[src/sop_pkg.sv]
// Package for the status-one persistent register and write-protect block
`default_nettype none
package sop_pkg;
   // ****************************************************************
   // Opcodes and register selectors
   // ****************************************************************
   localparam logic [7:0] OP_WRITE_REGS = 8'h01;
   localparam logic [7:0] OP_READ_ANY = 8'h65;
   localparam logic [7:0] OP_WRITE_ANY = 8'h71;
   localparam logic [7:0] OP_WHOLE_ERASE = 8'hc7;
   localparam logic [1:0] SEL_STATUS1_PERSIST = 2'h0;
   localparam logic [1:0] SEL_STATUS1_LIVE = 2'h1;
   localparam logic [1:0] SEL_CONFIG1_PERSIST = 2'h2;
   localparam logic [1:0] SEL_CONFIG1_LIVE = 2'h3;
   // ****************************************************************
   // Field positions and defaults
   // ****************************************************************
   localparam int LOCK_BIT = 7;
   localparam int PERR_BIT = 6;
   localparam int EERR_BIT = 5;
   localparam int PROT_HI = 4;
   localparam int PROT_LO = 2;
   localparam int WEL_BIT = 1;
   localparam int BUSY_BIT = 0;
   localparam int VOLSEL_BIT = 3;
   localparam logic [2:0] PROT_ALL_ONES = 3'h7;
   localparam logic [2:0] PROT_NONE = 3'h0;
   localparam logic [7:0] STATUS1_FACTORY = 8'h00;
   localparam logic [7:0] CONFIG1_FACTORY = 8'h00;
   // User-writable mask of the persistent status copy
   localparam logic [7:0] STATUS1_USER_MASK = 8'h9c;

   typedef struct packed {
      logic valid;
      logic [7:0] opcode;
      logic [1:0] sel;
      logic [7:0] status_data;
      logic [7:0] config_data;
      logic has_config;
   } sop_cmd_type;

   typedef struct packed {
      logic [7:0] status_persist;
      logic [7:0] status_live;
      logic [7:0] config_persist;
      logic [7:0] config_live;
      logic [7:0] rd_data;
      logic rd_valid;
      logic wr_rejected;
      logic erase_go;
      logic erase_refused;
   } sop_state_type;
endpackage : sop_pkg
`default_nettype wire

[src/sop_status1_nv.sv]
// Status-one persistent register with hardware write protection
`default_nettype none

// Behaviour
// Lock bit set and protect pin low: status/config writes ignored.
// Protect pin high: status/config writes accepted regardless of lock.
// Lock bit clear: protect pin has no effect on writes.
// Protect pin never affects writes to other registers.
// Live lock bit always mirrors persistent lock bit.
// Program-error default seeds live flag; user cannot program it.
// Erase-error default seeds live flag; user cannot change it.
// Volatility select picks persistent or live protect bits.
// Select 0: write programs persistent protect bits, live follows.
// Select 1: write updates live protect bits only.
// Governing protect bit set refuses program and erase.
// Whole-array erase runs only with all governing protect bits zero.
// Switching to volatile programs persistent protect bits to ones.
// Write-latch default seeds live latch; not user programmable.
// Busy default seeds live busy flag; not user programmable.
// Register reached by write-registers, read-any and write-any.
// Reset copies each persistent register into its live copy.
// Programming persistent bits refreshes the live copy; the ones set on switching to volatile do not reach the live protect bits.
// Rejected write leaves all status and config bits unchanged.
module sop_status1_nv
   import sop_pkg::*;
(
   input wire logic i_clk_sys,
   input wire logic i_reset,
   input wire sop_cmd_type i_cmd,
   input wire logic i_write_protect_n,
   input wire logic i_array_op_req,
   output logic [7:0] o_status_persist,
   output logic [7:0] o_status_live,
   output logic [7:0] o_config_persist,
   output logic [7:0] o_config_live,
   output logic [7:0] o_rd_data,
   output logic o_rd_valid,
   output logic o_wr_rejected,
   output logic o_erase_go,
   output logic o_erase_refused,
   output logic o_array_op_refused
);
   // ****************************************************************
   // State
   // ****************************************************************
   sop_state_type state_q;
   sop_state_type state_d;
   logic array_refused_q;
   logic array_refused_d;

   // Persistent cells survive reset; all four copies reload from them
   logic [7:0] nv_status_q;
   logic [7:0] nv_config_q;

   // Limitation: sector ranges are not decoded here, so any set
   // governing protect bit refuses every array operation.
   // Error, latch and busy bits are only seeded from the persistent
   // copy; their live updates belong to the operation engine.
   // Trade-off: one cycle of reload latency keeps the cells clocked.

   function automatic logic [2:0] gov_prot(input logic [7:0] sp,
                                           input logic [7:0] sl,
                                           input logic [7:0] cp);
      gov_prot = cp[VOLSEL_BIT] ? sl[PROT_HI:PROT_LO]
                                : sp[PROT_HI:PROT_LO];
   endfunction : gov_prot

   // ****************************************************************
   // Command decoding
   // ****************************************************************
   // Either write opcode counts as a register write
   function automatic logic f_is_write(input sop_cmd_type c);
      logic by_regs;
      logic by_any;
      by_regs = c.opcode == OP_WRITE_REGS;
      by_any = c.opcode == OP_WRITE_ANY;
      f_is_write = c.valid && (by_regs || by_any);
   endfunction : f_is_write

   // Read-any answers from any of the four copies
   function automatic logic f_is_read(input sop_cmd_type c);
      f_is_read = c.valid && c.opcode == OP_READ_ANY;
   endfunction : f_is_read

   // Erase is gated on the governing bits only
   function automatic logic f_is_erase(input sop_cmd_type c);
      f_is_erase = c.valid && c.opcode == OP_WHOLE_ERASE;
   endfunction : f_is_erase

   // Both write opcodes only reach status one and config one here,
   // so every write is one that the pin lock may stop
   function automatic logic f_hits_s1c1(input sop_cmd_type c);
      logic by_regs;
      logic by_any;
      by_regs = c.opcode == OP_WRITE_REGS;
      by_any = c.opcode == OP_WRITE_ANY;
      f_hits_s1c1 = by_regs || by_any;
   endfunction : f_hits_s1c1

   // Write-registers always carries the persistent status byte
   function automatic logic f_hits_sp(input sop_cmd_type c);
      logic by_regs;
      logic by_sel;
      by_regs = c.opcode == OP_WRITE_REGS;
      by_sel = c.sel == SEL_STATUS1_PERSIST;
      f_hits_sp = by_regs || by_sel;
   endfunction : f_hits_sp

   function automatic logic f_hits_sl(input sop_cmd_type c);
      logic by_any;
      logic by_sel;
      by_any = c.opcode == OP_WRITE_ANY;
      by_sel = c.sel == SEL_STATUS1_LIVE;
      f_hits_sl = by_any && by_sel;
   endfunction : f_hits_sl

   // Write-registers reaches config one only with its second byte
   function automatic logic f_hits_cp(input sop_cmd_type c);
      logic by_regs;
      logic by_any;
      by_regs = c.opcode == OP_WRITE_REGS && c.has_config;
      by_any = c.opcode == OP_WRITE_ANY && c.sel == SEL_CONFIG1_PERSIST;
      f_hits_cp = by_regs || by_any;
   endfunction : f_hits_cp

   // Only write-any reaches the live config copy on its own
   function automatic logic f_hits_cl(input sop_cmd_type c);
      logic by_any;
      logic by_sel;
      by_any = c.opcode == OP_WRITE_ANY;
      by_sel = c.sel == SEL_CONFIG1_LIVE;
      f_hits_cl = by_any && by_sel;
   endfunction : f_hits_cl

   // ****************************************************************
   // Field helpers
   // ****************************************************************
   // Lock holds only while the pin is driven low
   function automatic logic f_locked(input logic [7:0] s,
                                     input logic wp_n);
      f_locked = s[LOCK_BIT] && !wp_n;
   endfunction : f_locked

   // Keep the protect slice in one place
   function automatic logic [2:0] f_prot(input logic [7:0] r);
      f_prot = r[PROT_HI:PROT_LO];
   endfunction : f_prot

   function automatic logic [7:0] f_put_prot(input logic [7:0] r,
                                             input logic [2:0] p);
      f_put_prot = r;
      f_put_prot[PROT_HI:PROT_LO] = p;
   endfunction : f_put_prot

   // Mask built from the field position, so no bit number is kept
   function automatic logic [7:0] f_volsel_mask();
      f_volsel_mask = '0;
      f_volsel_mask[VOLSEL_BIT] = 1'b1;
   endfunction : f_volsel_mask

   // All four selector codes are legal, so no default
   function automatic logic [7:0] f_read_mux(input logic [1:0] s,
                                             input logic [7:0] rsp,
                                             input logic [7:0] rsl,
                                             input logic [7:0] rcp,
                                             input logic [7:0] rcl);
      unique case (s)
         SEL_STATUS1_PERSIST: f_read_mux = rsp;
         SEL_STATUS1_LIVE: f_read_mux = rsl;
         SEL_CONFIG1_PERSIST: f_read_mux = rcp;
         SEL_CONFIG1_LIVE: f_read_mux = rcl;
      endcase
   endfunction : f_read_mux

   // ****************************************************************
   // Next state
   // ****************************************************************
   logic is_write;
   logic is_read;
   logic is_erase;
   logic hits_s1c1;
   logic hit_sp;
   logic hit_sl;
   logic hit_cp;
   logic hit_cl;
   logic locked;
   logic vol_now;
   logic vol_req;
   logic [2:0] gov;
   logic [2:0] data_prot;
   logic [7:0] sp;
   logic [7:0] sl;
   logic [7:0] cp;
   logic [7:0] cl;
   logic [2:0] new_prot;
   logic [2:0] live_prot;

   always_comb begin
      state_d = state_q;
      state_d.rd_valid = 1'b0;
      state_d.wr_rejected = 1'b0;
      state_d.erase_go = 1'b0;
      state_d.erase_refused = 1'b0;
      sp = state_q.status_persist;
      sl = state_q.status_live;
      cp = state_q.config_persist;
      cl = state_q.config_live;
      new_prot = f_prot(sp);
      live_prot = f_prot(sl);
      data_prot = f_prot(i_cmd.status_data);

      // Decode once; every branch below reads these
      is_write = f_is_write(i_cmd);
      is_read = f_is_read(i_cmd);
      is_erase = f_is_erase(i_cmd);
      hits_s1c1 = f_hits_s1c1(i_cmd);
      hit_sp = f_hits_sp(i_cmd);
      hit_sl = f_hits_sl(i_cmd);
      hit_cp = f_hits_cp(i_cmd);
      hit_cl = f_hits_cl(i_cmd);
      locked = f_locked(sp, i_write_protect_n);
      vol_now = cp[VOLSEL_BIT];
      vol_req = i_cmd.config_data[VOLSEL_BIT];

      // Protection is judged on the copies before this edge's write
      gov = gov_prot(sp, sl, cp);
      array_refused_d = i_array_op_req && (gov != PROT_NONE);

      if (is_write && hits_s1c1 && locked) begin
         // Nothing is copied into state_d, so all four copies hold
         state_d.wr_rejected = 1'b1;
      end else if (is_write) begin
         if (hit_sp) begin
            // Protect bits frozen once the live set governs
            if (!vol_now) begin
               new_prot = data_prot;
            end
            // Only the lock and protect bits are user bits here
            sp[LOCK_BIT] = i_cmd.status_data[LOCK_BIT];
            sp = f_put_prot(sp, new_prot);
            sl[LOCK_BIT] = sp[LOCK_BIT];
            if (vol_now) begin
               live_prot = data_prot;
            end else begin
               live_prot = new_prot;
            end
            sl = f_put_prot(sl, live_prot);
         end else if (hit_sl) begin
            // Live protect bits are user bits only while they govern
            if (vol_now) begin
               sl = f_put_prot(sl, data_prot);
            end
         end

         if (hit_cp) begin
            if (vol_req && !vol_now) begin
               sp = f_put_prot(sp, PROT_ALL_ONES);
            end
            // Once set, the select stays set like the frozen bits
            cp = i_cmd.config_data | (cp & f_volsel_mask());
            cl = cp;
         end else if (hit_cl) begin
            cl = i_cmd.config_data;
         end

         state_d.status_persist = sp;
         state_d.status_live = sl;
         state_d.config_persist = cp;
         state_d.config_live = cl;
      end else if (is_read) begin
         state_d.rd_valid = 1'b1;
         state_d.rd_data = f_read_mux(i_cmd.sel, sp, sl, cp, cl);
      end else if (is_erase) begin
         // Any governing bit set stops the whole-array erase
         if (gov == PROT_NONE) begin
            state_d.erase_go = 1'b1;
         end else begin
            state_d.erase_refused = 1'b1;
         end
      end
   end

   // ****************************************************************
   // Registers
   // ****************************************************************
   // Reset reloads live copies from persistent cells captured clocked
   // The reload takes the first edge after release, so a command is
   // taken no sooner than the second edge
   logic reload_q;

   always_ff @(posedge i_clk_sys or posedge i_reset) begin
      if (i_reset) begin
         state_q <= '0;
         array_refused_q <= 1'b0;
         reload_q <= 1'b1;
      end else if (reload_q) begin
         reload_q <= 1'b0;
         state_q.status_persist <= nv_status_q;
         state_q.status_live <= nv_status_q;
         state_q.config_persist <= nv_config_q;
         state_q.config_live <= nv_config_q;
      end else begin
         state_q <= state_d;
         array_refused_q <= array_refused_d;
      end
   end

   // ****************************************************************
   // Persistent cells
   // ****************************************************************
   // Persistent cells: not on the reset, so they hold across resets
   logic nv_init_q = 1'b0;

   always_ff @(posedge i_clk_sys) begin
      if (!nv_init_q) begin
         nv_init_q <= 1'b1;
         nv_status_q <= STATUS1_FACTORY;
         nv_config_q <= CONFIG1_FACTORY;
      end else if (!reload_q) begin
         nv_status_q <= state_d.status_persist;
         nv_config_q <= state_d.config_persist;
      end
   end

   // ****************************************************************
   // Outputs
   // ****************************************************************
   // Every output is a register bit; no logic sits after the flops
   assign o_status_persist = state_q.status_persist;
   assign o_status_live = state_q.status_live;
   assign o_config_persist = state_q.config_persist;
   assign o_config_live = state_q.config_live;
   assign o_rd_data = state_q.rd_data;
   assign o_rd_valid = state_q.rd_valid;
   assign o_wr_rejected = state_q.wr_rejected;
   assign o_erase_go = state_q.erase_go;
   assign o_erase_refused = state_q.erase_refused;
   assign o_array_op_refused = array_refused_q;
endmodule : sop_status1_nv
`default_nettype wire

[config.mk]
export PLATFORM = sky130hd
export DESIGN_NAME = sop_status1_nv
export DESIGN_NICKNAME = d
export VERILOG_FILES = /design/src/sop_pkg.sv /design/src/sop_status1_nv.sv
export SDC_FILE = /design/constraint.sdc
export NUM_CORES = 1
export LEC_CHECK = 0
export ABC_CLOCK_PERIOD_IN_PS = 2400
export BUFFER_PORTS_ARGS = -buffer_cell sky130_fd_sc_hd__buf_2
export CORE_MARGIN = 3
export CORE_UTILIZATION = 45
export DETAILED_ROUTE_END_ITERATION = 8
export GPL_TIMING_DRIVEN = 0
export PLACE_DENSITY = 0.7
export RECOVER_POWER = 25
export SYNTH_ARGS = -nofsm -noshare
export SYNTH_HDL_FRONTEND = slang
export SYNTH_SLANG_ARGS = --single-unit
[constraint.sdc]
create_clock -name i_clk_sys -period 2.4 [get_ports i_clk_sys]
set_input_delay 0.48 -clock i_clk_sys [delete_from_list [all_inputs] [get_ports i_clk_sys]]
set_output_delay 0.48 -clock i_clk_sys [all_outputs]
set_load 0.03 [all_outputs]
==> out/metrics.yaml <==
clocking:
  cts.reportedPaths.clkPinSlew_ns: 0.06
  cts-root-buf: "clkbuf_8"
  clock_sinks: 58
  cts_resized: 0
  postCtsHoldBufs: 0
  insertion_delay_ns: 0.34
  cts_tree: "built"
  ctsHtreeMaxLevel: 3
  clock_path_buffers: 2
  cts_setup_buffers: 0
  cts_made_buffers: 9
sta:
  setup_viol: 0
  slew_headroom_pct: -7.84
  final_hold_viol_count: 0
  tightest_slew_ns: 1.62
  period_share_pct: 91.6
  slew_viol_final: 43
  max_freq_ghz: 0.455
  hold_ws_ns: 0.399
  fin_skew_ns: 0.0120
  rsz0062_at_grt: "no"
  period_minus_slack_ns: 2.20
routing:
  dr.pass1.iters: 7
  route.detailed.drc: 0
  postRouteAntennaNets: 0
  wirelength_um: 8070
  vias: 2564
  via_per_inst: 5.94
  wl_per_cell_um: 18.7
  drt_iter0_drc: 209
floorplan:
  die_x_um: 87.3
  ioPinCount: 77
  fp.coreArea_sq_mm: 0.00617
  fp.dieH_um: 87.3
  row_count: 28
  initial_core_util_pct: 48.2
  dieArea_sq_mm: 0.00762
layout:
  layout.nets: 384
  nFillCells: 549
  diodes: 0
  layout-drive-gt1-share_pct: 32.8
  layout_commonest_cell: "buf_2"
  layout_common_cells: "buf_2 (70), dfrtp_1 (41), nor2_1 (24)"
  syn_to_final_growth_pct: 21.0
  final_area_sq_mm: 0.00360
placement:
  placed_area_sq_mm: 0.00342
  place_congestion: 0.897
  portBuffers: 70
  dpl.hpwl_um: 5690
yosys:
  synth.avg_cell_area_sq_um: 11.0
  synth_cell_type_count: 48
  ys_ff_latch: 58
  syn-num-nets: 303
  synthArstFlopShare_pct: 72.4
  synth_edf_count: 16
  yosysWarnings: 0
  seq_area_frac_synth_pct: 51.6
  synth_cells: 271
  netlist_area_sq_mm: 0.00297
  synth_ff_type: "dfrtp_1"
grt:
  antenna_found_initial: 0
  grt_use_total_pct: 22.0
  grt_use_met3_pct: 4.82
  grt_pass1_wl_um: 12600
  grt_max_degree: 43
  grt-busiest-layer: "met2"
  grt.overflow.total: 0
  use_met2_pct: 32.5
  grt_pass1_vias: 2470
  gr-usage-met1_pct: 30.7
setup_path:
  path_max_fanout: 10
  crit_arrival_ns: 2.27
  end_kind: "flip-flop"
  r2r_slack_ns: 0.27
  critPathLaunchType: "input port"
  critPathKind: "in -> reg"
  crit_required_ns: 2.48
run_status:
  violations: "capacitance limit, slew limit"
  status: "finished with violations"
power:
  power_density_mw_per_mm2: 697
  p_leak_nw: 1.50
  peakVddDrop_mv: 0.436
worst_hold_path:
  hp-class: "in -> reg"
run:
  cap_viol_max_count: 1
## sequential cells by signal, indices dropped and copies added, names as in the netlist, 4 cells and up
signal,count
nv_config_q,8
nv_status_q,8
o_config_live,8
o_config_persist,8
o_rd_data,8
o_status_live,8
o_status_persist,4
## report_power, final
part / switching [mW] / total [mW] / internal (mW)
clock network: 0.374 / 0.848 / 0.474
registers: 0.0619 / 1.17 / 1.10
logic: 0.321 / 0.494 / 0.173
total: 0.757 / 2.51 / 1.75
## worst max-delay path: stages
cell	delay, ns
buf_2	0.13
or3_1	0.39
buf_6	0.15
a2111o_1	0.47
clkbuf_1	0.27
o21ai_0	0.29
nand2_1	0.09
## synth_stat cells, drive strengths merged (2+ instances only)
| cell type | count | area share, % |
|---|---|---|
| o2111ai | 4 | 1.2 |
| mux2 | 12 | 4.5 |
| mux4 | 4 | 3.0 |
| a32o | 2 | 0.67 |
| nand3 | 18 | 3.0 |
| buf | 11 | 3.0 |
| nor2 | 24 | 3.0 |
| a21o | 2 | 0.50 |
| edfxtp | 16 | 16 |
| or2 | 4 | 0.84 |
| mux2i | 4 | 1.3 |
| a211oi | 5 | 1.4 |
| a31oi | 16 | 3.4 |
| nand2 | 22 | 2.8 |
| o22a | 3 | 0.88 |
| o311ai | 3 | 0.88 |
| dfrtp | 41 | 35 |
| a41oi | 4 | 1.2 |
| clkbuf | 11 | 1.4 |
| or3 | 2 | 0.42 |
| or4b | 2 | 0.67 |
| nand4 | 2 | 0.42 |
| nor4 | 2 | 0.42 |
| inv | 8 | 1.0 |
| a211o | 2 | 0.59 |
| nor4b | 2 | 0.59 |
| a21oi | 6 | 1.0 |
| o31ai | 3 | 0.76 |
| o21ai | 17 | 2.9 |
| a2111oi | 2 | 1.9 |
| a2111o | 2 | 0.76 |
## final timing paths
path                           startpoint             endpoint  depth (start not counted)
min reg2reg                    o_rd_valid           o_rd_valid                          2
max reg2reg                      reload_q       nv_config_q[3]                          3
min                        i_array_op_req   o_array_op_refused                          3
max                             i_cmd[23]       nv_config_q[7]                          7
max in group asynchronous         i_reset      o_erase_refused                          2
min in group asynchronous         i_reset  o_status_persist[2]                          2
## per-layer routing
| metal | up-vias | routed length [um] | share of wire [%] |
|---|---|---|---|
| li1 | 1202 | - | - |
| met5 | - | 0 | 0 |
| met1 | 1225 | 3540 | 44 |
| met3 | 15 | 628 | 7.8 |
| met4 | 0 | 199 | 2.5 |
| met2 | 122 | 3700 | 46 |
## cells by family (layout without fill, tap and decap cells)
logic type / count (synthesis) / after routing / synth area share (%)
AOI/OAI and AO/OA: 77 / 77 / 19.8
other: 1 / 1 / 0.126
and+or+nand+nor: 84 / 84 / 14.1
buffers and inverters: 31 / 117 / 5.56
DFF: 58 / 58 / 51.6
muxes: 20 / 20 / 8.92
## metrics by stage
| stage | setup TNS (ns) | setup slack [ns] | total power [mW] | cells | util, % |
|---|---|---|---|---|---|
| after floorplan | 0 | 0.205 | 1.51 | 271 | - |
| after global placement | -0.613 | -0.0912 | 1.67 | 416 | 55.4 |
| after detailed placement | -0.870 | -0.135 | 1.68 | 416 | 55.4 |
| after CTS | 0 | 0.214 | 2.52 | 432 | 58.3 |
| after global routing | 0 | 0.0492 | 2.62 | 432 | 58.3 |
| final | 0 | 0.201 | 2.51 | 432 | 58.3 |
## layout make-up
cell class	instances	area, sq um	share of cell area (%)
flip-flops and latches	58	1530	42.6
plain buffers	22	131	3.65
well taps	75	93.8	2.61
clock inverters	4	43.8	1.22
repair buffers	70	350	9.74
clock buffers	12	135	3.76
inverters	9	33.8	0.939
multi-input cells	182	1270	35.5
(Power assumes the default switching activity.)
